[src/design/gpt_pkg.sv]
// Shared constants and types for the three-mode timer channel
package gpt_pkg;

  // ----------------------------------------------------------------
  // Register map (byte addresses)
  // ----------------------------------------------------------------
  localparam int ADDR_W = 5;
  localparam logic [ADDR_W-1:0] OFS_CTRL = 5'h00;
  localparam logic [ADDR_W-1:0] OFS_STATUS = 5'h04;
  localparam logic [ADDR_W-1:0] OFS_PERIOD = 5'h08;
  localparam logic [ADDR_W-1:0] OFS_WIDTH = 5'h0c;
  localparam logic [ADDR_W-1:0] OFS_COUNT = 5'h10;

  // ----------------------------------------------------------------
  // Control field positions
  // ----------------------------------------------------------------
  localparam int CTRL_MODE_LSB = 0;
  localparam int CTRL_POL_BIT = 2;
  localparam int CTRL_IOP_BIT = 3;
  localparam int CTRL_IE_BIT = 4;
  localparam int CTRL_RUN_BIT = 5;
  localparam logic [5:0] CTRL_RST = 6'h00;

  // ----------------------------------------------------------------
  // Status field positions
  // ----------------------------------------------------------------
  localparam int STAT_IRQ_BIT = 0;
  localparam int STAT_OVF_BIT = 1;
  localparam int STAT_ERR_BIT = 2;
  localparam int STAT_BUSY_BIT = 3;

  // ----------------------------------------------------------------
  // Timing
  // ----------------------------------------------------------------
  localparam int CLK_PERIOD_PS = 4000;
  localparam logic [1:0] START_DELAY_CYC = 2'h3;

  // ----------------------------------------------------------------
  // Types
  // ----------------------------------------------------------------
  typedef enum logic [1:0] {
    MODE_OFF = 2'b00,
    MODE_PWM = 2'b01,
    MODE_CAP = 2'b10,
    MODE_EXT = 2'b11
  } gpt_mode_t;

  typedef struct packed {
    logic timer_run_bit;
    logic interrupt_enable_bit;
    logic irq_on_period_sel;
    logic pulse_pol;
    gpt_mode_t mode;
  } gpt_ctrl_t;

  typedef enum logic [2:0] {
    TS_IDLE = 3'b000,
    TS_START = 3'b001,
    TS_PWM_ACT = 3'b010,
    TS_PWM_INACT = 3'b011,
    TS_CAP_WAIT = 3'b100,
    TS_CAP_PULSE = 3'b101,
    TS_CAP_GAP = 3'b110,
    TS_EXT = 3'b111
  } gpt_state_t;

endpackage

[src/design/gpt_timer.sv]
// Three-mode timer channel with Avalon-MM register slave
// How it works
// Mode 01 drives output pin with polarity
// Mode 10 measures pulses of chosen polarity
// Mode 11 uses input pin, polarity ignored
// Software stops timer before changing mode
// Software programs period above width
// Bad width or period flags error, interrupt
// Good settings load width, counting starts
// Output period and width are doubled
// Reload doubled inactive, then doubled width
// Interrupt at width or period end
// Software reads status, writes ones clear
// Capture interrupt on period or width
// Captured values valid when latch sets
// Captures halve counts, matching output scaling
// Period reads zero before first measurement (pcap_r is cleared at the first trailing edge, not at start)
// Event mode counts rising edges only
// Event period write-only, width unused
// Start loads period into down counter
// Each rising edge counts; expiry reloads period
// Event expiry latches and raises interrupt
// Software avoids count reads in event mode
// Operation begins three cycles after run
// No latch set while interrupts disabled
// Capture all-ones stops, overflow, interrupt
// Sticky flags cleared by writing one
// Polarity set means active phase high
//
// The register offsets and register access over Avalon-MM were chosen for this implementation.
`timescale 1ns/1ps
`default_nettype none

module gpt_timer
  import gpt_pkg::*;
#(
  parameter int DW = 32
) (
  input wire logic clk_sys_i,
  input wire logic rst_b_i,
  input wire logic [ADDR_W-1:0] avs_address_i,
  input wire logic avs_read_i,
  input wire logic avs_write_i,
  input wire logic [31:0] avs_writedata_i,
  input wire logic [3:0] avs_byteenable_i,
  output logic [31:0] avs_readdata_o,
  output logic avs_waitrequest_o,
  input wire logic timer_input_pin_i,
  output logic timer_output_pin_o,
  output logic timer_output_pin_oe_o,
  output logic timer_interrupt_line_o
);

  localparam int CW = DW + 1;

  // ----------------------------------------------------------------
  // Parameter check
  // ----------------------------------------------------------------
  if (DW < 4 || DW > 32) begin : g_bad_dw
    $error("gpt_timer: DW must be 4 to 32");
  end

  // ----------------------------------------------------------------
  // State
  // ----------------------------------------------------------------
  gpt_ctrl_t ctrl_r, ctrl_nxt;
  gpt_state_t st_r, st_nxt;
  logic [CW-1:0] cnt_r, cnt_nxt;
  logic [DW-1:0] per_r, per_nxt;
  logic [DW-1:0] wid_r, wid_nxt;
  logic [DW-1:0] pcap_r, pcap_nxt;
  logic [DW-1:0] wcap_r, wcap_nxt;
  logic first_r, first_nxt;
  logic [1:0] dly_r, dly_nxt;
  logic in_prev_r, in_prev_nxt;
  logic irq_r, irq_nxt;
  logic ovf_r, ovf_nxt;
  logic err_r, err_nxt;
  logic pin_r, pin_nxt;
  logic pin_oe_r, pin_oe_nxt;
  logic wait_r, wait_nxt;
  logic [31:0] rdata_r, rdata_nxt;

  logic [31:0] wmask;
  logic [31:0] rd_mux;
  logic wr_acc;
  logic lead, trail, rise;
  logic irq_evt, ovf_set, err_set, run_clr;
  logic [CW-1:0] cnt_p1;
  logic [31:0] ctrl_wd;

  function automatic logic [31:0] merge(input logic [31:0] old, input logic [31:0] wd,
                                        input logic [31:0] m);
    merge = (old & ~m) | (wd & m);
  endfunction

  // ----------------------------------------------------------------
  // Next-state logic
  // ----------------------------------------------------------------
  always_comb begin
    ctrl_nxt = ctrl_r;
    st_nxt = st_r;
    cnt_nxt = cnt_r;
    per_nxt = per_r;
    wid_nxt = wid_r;
    pcap_nxt = pcap_r;
    wcap_nxt = wcap_r;
    first_nxt = first_r;
    dly_nxt = dly_r;
    pin_nxt = pin_r;
    in_prev_nxt = timer_input_pin_i;
    irq_evt = 1'b0;
    ovf_set = 1'b0;
    err_set = 1'b0;
    run_clr = 1'b0;
    wait_nxt = 1'b1;
    rdata_nxt = rdata_r;
    cnt_p1 = cnt_r + 1'b1;
    wmask = {{8{avs_byteenable_i[3]}}, {8{avs_byteenable_i[2]}},
             {8{avs_byteenable_i[1]}}, {8{avs_byteenable_i[0]}}};
    ctrl_wd = merge(32'(ctrl_r), avs_writedata_i, wmask);

    // Edges relative to the selected active level; rise is a plain rising edge
    lead = (timer_input_pin_i == ctrl_r.pulse_pol) && (in_prev_r != ctrl_r.pulse_pol);
    trail = (timer_input_pin_i != ctrl_r.pulse_pol) && (in_prev_r == ctrl_r.pulse_pol);
    rise = timer_input_pin_i && !in_prev_r;

    // Output enable only in pulse output mode
    pin_oe_nxt = (ctrl_r.mode == MODE_PWM);

    // Register read mux
    rd_mux = 32'h0000_0000;
    case (avs_address_i)
      OFS_CTRL: rd_mux = 32'(ctrl_r);
      OFS_STATUS: begin
        rd_mux[STAT_IRQ_BIT] = irq_r;
        rd_mux[STAT_OVF_BIT] = ovf_r;
        rd_mux[STAT_ERR_BIT] = err_r;
        rd_mux[STAT_BUSY_BIT] = (st_r != TS_IDLE);
      end
      OFS_PERIOD: begin
        if (ctrl_r.mode == MODE_CAP) begin
          rd_mux = 32'(pcap_r);
        end else if (ctrl_r.mode != MODE_EXT) begin
          rd_mux = 32'(per_r);
        end
      end
      OFS_WIDTH: rd_mux = (ctrl_r.mode == MODE_CAP) ? 32'(wcap_r) : 32'(wid_r);
      OFS_COUNT: rd_mux = 32'(cnt_r[DW-1:0]);
      default: rd_mux = 32'h0000_0000;
    endcase

    // Avalon handshake: one wait cycle, then the access completes
    if ((avs_read_i || avs_write_i) && wait_r) begin
      wait_nxt = 1'b0;
      rdata_nxt = avs_read_i ? rd_mux : rdata_r;
    end
    wr_acc = avs_write_i && !wait_r;

    // Timer sequencing
    case (st_r)
      TS_IDLE: st_nxt = TS_IDLE;
      TS_START: begin
        if (dly_r != 2'h0) begin
          dly_nxt = dly_r - 2'h1;
        end else begin
          case (ctrl_r.mode)
            MODE_PWM: begin
              if (wid_r == '0 || per_r <= wid_r) begin
                err_set = 1'b1;
                irq_evt = 1'b1;
                run_clr = 1'b1;
                st_nxt = TS_IDLE;
              end else begin
                cnt_nxt = {wid_r, 1'b0};
                pin_nxt = ctrl_r.pulse_pol;
                st_nxt = TS_PWM_ACT;
              end
            end
            MODE_CAP: begin
              cnt_nxt = '0;
              first_nxt = 1'b1;
              st_nxt = TS_CAP_WAIT;
            end
            MODE_EXT: begin
              cnt_nxt = CW'(per_r);
              st_nxt = TS_EXT;
            end
            default: st_nxt = TS_IDLE;
          endcase
        end
      end
      TS_PWM_ACT: begin
        if (cnt_r <= CW'(1)) begin
          cnt_nxt = {per_r - wid_r, 1'b0};
          pin_nxt = !ctrl_r.pulse_pol;
          irq_evt = !ctrl_r.irq_on_period_sel;
          st_nxt = TS_PWM_INACT;
        end else begin
          cnt_nxt = cnt_r - 1'b1;
        end
      end
      TS_PWM_INACT: begin
        if (cnt_r <= CW'(1)) begin
          cnt_nxt = {wid_r, 1'b0};
          pin_nxt = ctrl_r.pulse_pol;
          irq_evt = ctrl_r.irq_on_period_sel;
          st_nxt = TS_PWM_ACT;
        end else begin
          cnt_nxt = cnt_r - 1'b1;
        end
      end
      TS_CAP_WAIT: begin
        if (lead) begin
          cnt_nxt = '0;
          st_nxt = TS_CAP_PULSE;
        end
      end
      TS_CAP_PULSE, TS_CAP_GAP: begin
        cnt_nxt = cnt_p1;
        if (cnt_r == '1) begin
          ovf_set = 1'b1;
          irq_evt = 1'b1;
          run_clr = 1'b1;
          st_nxt = TS_IDLE;
        end else if (st_r == TS_CAP_PULSE && trail) begin
          wcap_nxt = cnt_p1[CW-1:1];
          pcap_nxt = first_r ? '0 : pcap_r;
          irq_evt = !ctrl_r.irq_on_period_sel;
          st_nxt = TS_CAP_GAP;
        end else if (st_r == TS_CAP_GAP && lead) begin
          pcap_nxt = cnt_p1[CW-1:1];
          first_nxt = 1'b0;
          cnt_nxt = '0;
          irq_evt = ctrl_r.irq_on_period_sel;
          st_nxt = TS_CAP_PULSE;
        end
      end
      TS_EXT: begin
        if (rise) begin
          if (cnt_r <= CW'(1)) begin
            cnt_nxt = CW'(per_r);
            irq_evt = 1'b1;
          end else begin
            cnt_nxt = cnt_r - 1'b1;
          end
        end
      end
      default: st_nxt = TS_IDLE;
    endcase

    ctrl_nxt.timer_run_bit = ctrl_r.timer_run_bit & !run_clr;

    // Software writes
    if (wr_acc && avs_address_i == OFS_CTRL) begin
      ctrl_nxt = gpt_ctrl_t'(ctrl_wd[5:0]);
      if (!ctrl_wd[CTRL_RUN_BIT]) begin
        st_nxt = TS_IDLE;
      end else if (!ctrl_r.timer_run_bit) begin
        st_nxt = TS_START;
        dly_nxt = START_DELAY_CYC - 2'h1;
      end
    end
    if (wr_acc && avs_address_i == OFS_PERIOD && ctrl_r.mode != MODE_CAP) begin
      per_nxt = DW'(merge(32'(per_r), avs_writedata_i, wmask));
    end
    if (wr_acc && avs_address_i == OFS_WIDTH && ctrl_r.mode != MODE_CAP) begin
      wid_nxt = DW'(merge(32'(wid_r), avs_writedata_i, wmask));
    end

    // Sticky flags: a new event wins over a same-cycle clear
    irq_nxt = irq_r;
    ovf_nxt = ovf_r;
    err_nxt = err_r;
    if (wr_acc && avs_address_i == OFS_STATUS && avs_byteenable_i[0]) begin
      irq_nxt = irq_r & !avs_writedata_i[STAT_IRQ_BIT];
      ovf_nxt = ovf_r & !avs_writedata_i[STAT_OVF_BIT];
      err_nxt = err_r & !avs_writedata_i[STAT_ERR_BIT];
    end
    irq_nxt = irq_nxt | (irq_evt & ctrl_r.interrupt_enable_bit);
    ovf_nxt = ovf_nxt | ovf_set;
    err_nxt = err_nxt | err_set;
  end

  // ----------------------------------------------------------------
  // Registers
  // ----------------------------------------------------------------
  always_ff @(posedge clk_sys_i or negedge rst_b_i) begin
    if (!rst_b_i) begin
      ctrl_r <= gpt_ctrl_t'(CTRL_RST);
      st_r <= TS_IDLE;
      cnt_r <= '0;
      per_r <= '0;
      wid_r <= '0;
      pcap_r <= '0;
      wcap_r <= '0;
      first_r <= 1'b1;
      dly_r <= 2'h0;
      in_prev_r <= 1'b0;
      irq_r <= 1'b0;
      ovf_r <= 1'b0;
      err_r <= 1'b0;
      pin_r <= 1'b0;
      pin_oe_r <= 1'b0;
      wait_r <= 1'b1;
      rdata_r <= 32'h0000_0000;
    end else begin
      ctrl_r <= ctrl_nxt;
      st_r <= st_nxt;
      cnt_r <= cnt_nxt;
      per_r <= per_nxt;
      wid_r <= wid_nxt;
      pcap_r <= pcap_nxt;
      wcap_r <= wcap_nxt;
      first_r <= first_nxt;
      dly_r <= dly_nxt;
      in_prev_r <= in_prev_nxt;
      irq_r <= irq_nxt;
      ovf_r <= ovf_nxt;
      err_r <= err_nxt;
      pin_r <= pin_nxt;
      pin_oe_r <= pin_oe_nxt;
      wait_r <= wait_nxt;
      rdata_r <= rdata_nxt;
    end
  end

  // ----------------------------------------------------------------
  // Outputs
  // ----------------------------------------------------------------
  // Interrupt line follows the latch so an idle core can be woken
  assign timer_interrupt_line_o = irq_r;
  assign timer_output_pin_o = pin_r;
  assign timer_output_pin_oe_o = pin_oe_r;
  assign avs_readdata_o = rdata_r;
  assign avs_waitrequest_o = wait_r;

endmodule

`default_nettype wire

[config.mk]
export PLATFORM = sky130hd
export DESIGN_NAME = gpt_timer
export DESIGN_NICKNAME = d
export VERILOG_FILES = /design/src/design/gpt_pkg.sv /design/src/design/gpt_timer.sv
export SDC_FILE = /design/constraint.sdc
export NUM_CORES = 1
export LEC_CHECK = 0
export BUFFER_PORTS_ARGS = -buffer_cell sky130_fd_sc_hd__buf_2
export CORE_MARGIN = 2
export CORE_UTILIZATION = 66
export DETAILED_ROUTE_END_ITERATION = 6
export PLACE_DENSITY = 0.85
export SYNTH_ARGS = -nofsm -noshare
export SYNTH_HDL_FRONTEND = slang
export SYNTH_SLANG_ARGS = --single-unit
[constraint.sdc]
create_clock -name clk_sys_i -period 5 [get_ports clk_sys_i]
set_clock_uncertainty 0.15 [all_clocks]
set_input_delay 1 -clock clk_sys_i [delete_from_list [all_inputs] [get_ports clk_sys_i]]
set_output_delay 1 -clock clk_sys_i [all_outputs]
set_load 0.05 [all_outputs]
# Word level (Yosys, flattened, before mapping)

Index checks and enable logic that the tools add are counted.

Memory bits (read-only): 0
Memories: 0
Bits in writable memories: 0
Input bits: 46
Latch bits: 0
Register bits: 212
Logic and storage cells: 189

Equality and inequality tests: 35
Multiplexer cells: 70
Order comparisons: 2
Shift operators: 0
Bitwise logic cells: 17
Multipliers: 0
$add $sub $neg: 4
Divide/modulo/power cells: 0
Reduce and logical (&&, ||, !) cells: 40

Operators by type and width:

| kind                    | count |
|---|---|
| $mux W33                | 10 |
| $pmux W33 S6            | 1 |
| $mux W32                | 6 |
| $pmux W28 S4            | 1 |
| $pmux W33 S3            | 1 |
| $and A32 B32 Y32        | 3 |
| $or A32 B32 Y32         | 2 |
| $add A33 B1 Y33 const B | 1 |
| $eq A33 B33 Y1 const B  | 1 |
| $le A33 B1 Y1 const B   | 1 |
| $sub A33 B1 Y33 const B | 1 |
| $le A32 B32 Y1          | 1 |
| $logic_not A32 Y1       | 1 |
| $not A32 Y32            | 1 |
| $sub A32 B32 Y32        | 1 |
| $mux W3                 | 10 |
| $ne A2 B2 Y1 const B    | 14 |
| $mux W1                 | 27 |
| $pmux W4 S5             | 1 |
| $pmux W3 S6             | 1 |
| $reduce_and A6 Y1       | 3 |
| $logic_and A1 B1 Y1     | 14 |
| $eq A3 B3 Y1 const B    | 4 |
| $mux W2                 | 6 |
| 33 further kinds        | 56 |

# Logic depth before layout (Yosys ltp)

Depth in word-level cells: 10
Depth in mapped cells: 14
Mapped depth without buffers: 13

# Least setup slack after synthesis

OpenSTA, ideal clock, no wires.

Path type: register to register
From: register cnt_r[13]
To: register pcap_r[13]
Buffers on the path: 3
Path slack: 1770 ps
Required time: 4767 ps
Setup time: 83 ps
Clock period less this slack: 3230 ps
Stages on the path, launching flop included: 14
Arrival: 2997 ps
Path through: dfrtp_1 > clkbuf_1 > nand3_1 > nor4_1 > nand2_1 > nor2_1 > and3_1 > ha_1 > clkbuf_1 > nor2_1 > a21oi_1 > clkbuf_1 > nand2_1 > o21ai_0

Cells in the longest elaborated chain, start to end: 3
Elaborated cells on any way between the ends: 6
Classes of those cells: add/sub: 1; eq/ne: 1; mux: 2; bitwise: 1; reduce/logical: 1

Ends and longest elaborated chain:

| element                                                  | line                               | source |
|---|---|---|
| start, declared                                          | gpt_timer.sv:68                    | `logic [CW-1:0] cnt_r, cnt_nxt;` |
| start signal, assigned                                   | gpt_timer.sv:310                   | `cnt_r <= cnt_nxt;` |
| $add A33 B1 Y33 / $eq A33 B33 Y1 (equally long branches) | gpt_timer.sv:118, gpt_timer.sv:221 |  |
| $mux W32 / $not A1 Y1 (equally long branches)            | --                                 |  |
| $mux W32 / $reduce_and A4 Y1 (equally long branches)     | --                                 |  |
| end signal, assigned                                     | gpt_timer.sv:313                   | `pcap_r <= pcap_nxt;` |
| end, declared                                            | gpt_timer.sv:71                    | `logic [DW-1:0] pcap_r, pcap_nxt;` |

Several ways; a longest one is shown, not always the timed one. The select of a mux whose other input is x is not followed.
A chain may end at the register's enable or synchronous reset.

# Worst setup path after layout

From: register cnt_r[0]
To: register cnt_r[16]

Cells in the longest elaborated chain, start to end: 5
Elaborated cells on any way between the ends: 12
Classes of those cells: add/sub: 2; order compare: 1; eq/ne: 1; mux: 8

Ends and longest elaborated chain:

| element          | line             | source |
|---|---|---|
| $add A33 B1 Y33  | gpt_timer.sv:118 | `cnt_p1 = cnt_r + 1'b1;` |
| $mux W33         | gpt_timer.sv:231 | `end else if (st_r == TS_CAP_GAP && lead) begin` |
| $mux W33         | gpt_timer.sv:226 | `end else if (st_r == TS_CAP_PULSE && trail) begin` |
| $mux W33         | gpt_timer.sv:221 | `if (cnt_r == '1) begin` |
| $pmux W33 S6 (*) | gpt_timer.sv:161 | `case (st_r)` |

Mark *: on every way between the ends. The rest lies on a longest branch, timed or not. The select of a mux whose other input is x is not followed.

==> results.yml <==
placed_design:
  placed_cell_area_mm2: 0.0151
  gp_congestion: 1.02
  io_buffers: 81
  place_hpwl_mm: 37.3
floorplan:
  die_h_um: 152
  die_w_um: 152
  dieArea_mm2: 0.0232
  start_util: 0.668
  coreArea_mm2: 0.0217
  rows: 54
  ios: 82
cts:
  post_cts_buffers: 0
  numClockSinks: 212
  cts-root-buf: "clkbuf_16"
  holdBufCountCts: 0
  postCtsResizedCells: 0
  numCtsBuffers: 24
  h-tree-depth: 1
  path_clk_slew_ns: 0.06
  worstSkewPairLatency_ns: 0.54
  clockBufferDepth: 3
  cts_tree: "yes"
route:
  via_per_inst: 7.05
  drt_first_pass_iters: 6
  postRouteAntennaNets: 0
  wl_per_cell_um: 25.6
  drcViolationCount: 0
  dr_total_vias: 14233
  drt_iter0_markers: 2090
  wl_mm: 51.8
synth:
  ys_types: 85
  yosysTopAreaCellShare: 0.363
  synth_cells: 1697
  ys_top_cells_by_area: "dfrtp_1 (36%), mux2_2 (5.9%), a21oi_1 (5.0%)"
  netlist_top_cells_count: "dfrtp_1 (210), nand2_1 (182), a21oi_1 (146)"
  syn-cell-area_mm2: 0.0145
  synth_top_area_cell: "dfrtp_1"
  synth.avg_cell_area_um2: 8.54
  ys_seq_area_frac: 0.366
  synth_ff_type: "dfrtp_1"
  yosys_register_bits: 212
  synthArstFlopShare: 1.00
  synth_nets: 1785
  synth_edf_count: 0
  ys_warn_count: 0
  yosysMostFrequentCell: "dfrtp_1"
power_and_ir_drop:
  p_leak_nw: 6.91
  vdd.ir_drop.worst_mv: 0.325
  p_per_area_mw_per_mm2: 505
global_route:
  antenna_found_initial: 1
  grt_max_degree: 114
  grt_usage: 0.440
  grt_use_met3: 0.155
  met2_usage: 0.607
  grt_pass1_vias: 13538
  grt_use_met1: 0.646
  busiest_layer: "met1"
  grt_first_pass_wirelength_mm: 79.6
  grt-ovfl-total: 0
sta:
  final-setup-viol-count: 0
  worst_pin_slew_ns: 1.27
  relSlewSlack: 0.143
  rsz0062_at_grt: "false"
  period_needed_ns: 4.29
  slew_violations: 0
  clock.fmax_mhz: 233
  post-route-period-util: 0.859
  hold_viol: 0
  finalSetupTns_ns: 0
  holdWs_ns: 0.321
layout:
  syn2layout_area_growth_pct: 10.2
  final_net_count: 1809
  layout-drive-gt1-share: 0.154
  diodes: 0
  stdcell_area_mm2: 0.0160
worst_setup_path:
  crit_arrival_ns: 4.58
  endpoint_kind: "flip-flop"
  required_ns: 5.28
  worstPathMaxFanout: 31
  cp-start-kind: "flip-flop"
  crit_type: "flip-flop to flip-flop"
hold_path:
  min_path_type: "flip-flop to flip-flop"
flow_run:
  drv_cap: 0
run_status:
  status: "complete, no violations"
metrics by stage:
stage	power (mW)	std cells	setup WS [ns]	util
6_report	8.06	2019	0.706	0.736
5_1_grt	8.43	2019	0.468	0.736
4_1_cts	7.89	2019	0.779	0.736
3_5_place_dp	5.97	1975	0.774	0.697
3_3_place_gp	5.88	1975	0.874	0.697
2_1_floorplan	4.94	1697	1.77	-
metal layers:
layer	up-vias	wire (µm)
li1	6283	-
met5	-	27
met4	4	2120
met3	178	8320
met2	1035	20500
met1	6733	20800
critical path, cell delays in order (launching register included):
cell	delay, ns
dfrtp_1	0.55
ha_1	0.28
nand4_1	0.18
nor4_1	0.73
nand2_1	0.11
nor2_1	0.36
and3_1	0.23
ha_1	0.48
o311ai_4	0.15
buf_4	0.31
o22ai_1	0.25
or3_1	0.14
a21oi_1	0.06
a31oi_1	0.20
where the power goes:
group          switching [mW]  leakage [nW]  internal (mW)
combinational            2.14          3.72           1.27
clock                   0.752         0.407           1.17
sequential              0.591          2.78           2.14
cell families (layout without fill, tap and decap cells):
family,count (synthesis),after routing,synth area share
AOI/OAI and AO/OA,535,535,0.234
xor gates and xnor gates,75,75,0.0453
adders and majority gates,42,42,0.0368
buffers and inverters,175,217,0.0489
DFF,212,212,0.366
muxes,122,122,0.0908
and+or+nand+nor,536,536,0.178
cell type report:
class / count / area (µm²)
inverter: 55 / 206
fill: 1668 / 5720
multi-input combinational: 1310 / 8540
clock inverter: 12 / 174
tap: 280 / 350
clock buffer: 32 / 682
timing repair buffer: 118 / 706
sequential: 212 / 5310
worst paths after layout:
path | depth (start not counted) | startpoint | slack (ns) | to
min | 2 | avs_readdata_o[15] | 0.32 | avs_readdata_o[15]
max reg2reg | 13 | cnt_r[0] | 0.71 | cnt_r[16]
min reg2reg | 2 | avs_readdata_o[15] | 0.32 | avs_readdata_o[15]
min in group asynchronous | 1 | rst_b_i | 0.39 | avs_readdata_o[4]
max | 13 | cnt_r[0] | 0.71 | cnt_r[16]
max in group asynchronous | 2 | rst_b_i | 3.20 | asynchronous set/reset pin
layout by cell type (no fill, tap or decap), types with 20 or more instances in the layout:
master	synthesis	routed
dfrtp_1	210	209
nand3_1	43	43
buf_4	2	36
o21ai_0	125	125
inv_1	54	54
a31oi_1	20	20
a22oi_1	37	37
mux2_2	76	76
nor4_1	27	27
o22ai_1	49	49
nand2_1	182	182
nand4_1	22	22
nor3_1	37	36
clkbuf_16	0	25
nand2b_1	21	21
mux2i_1	46	46
ha_1	41	39
nor2_1	122	120
buf_2	18	80
xnor2_1	40	40
a21oi_1	146	145
xor2_1	35	35
(Power assumes the default switching activity.)
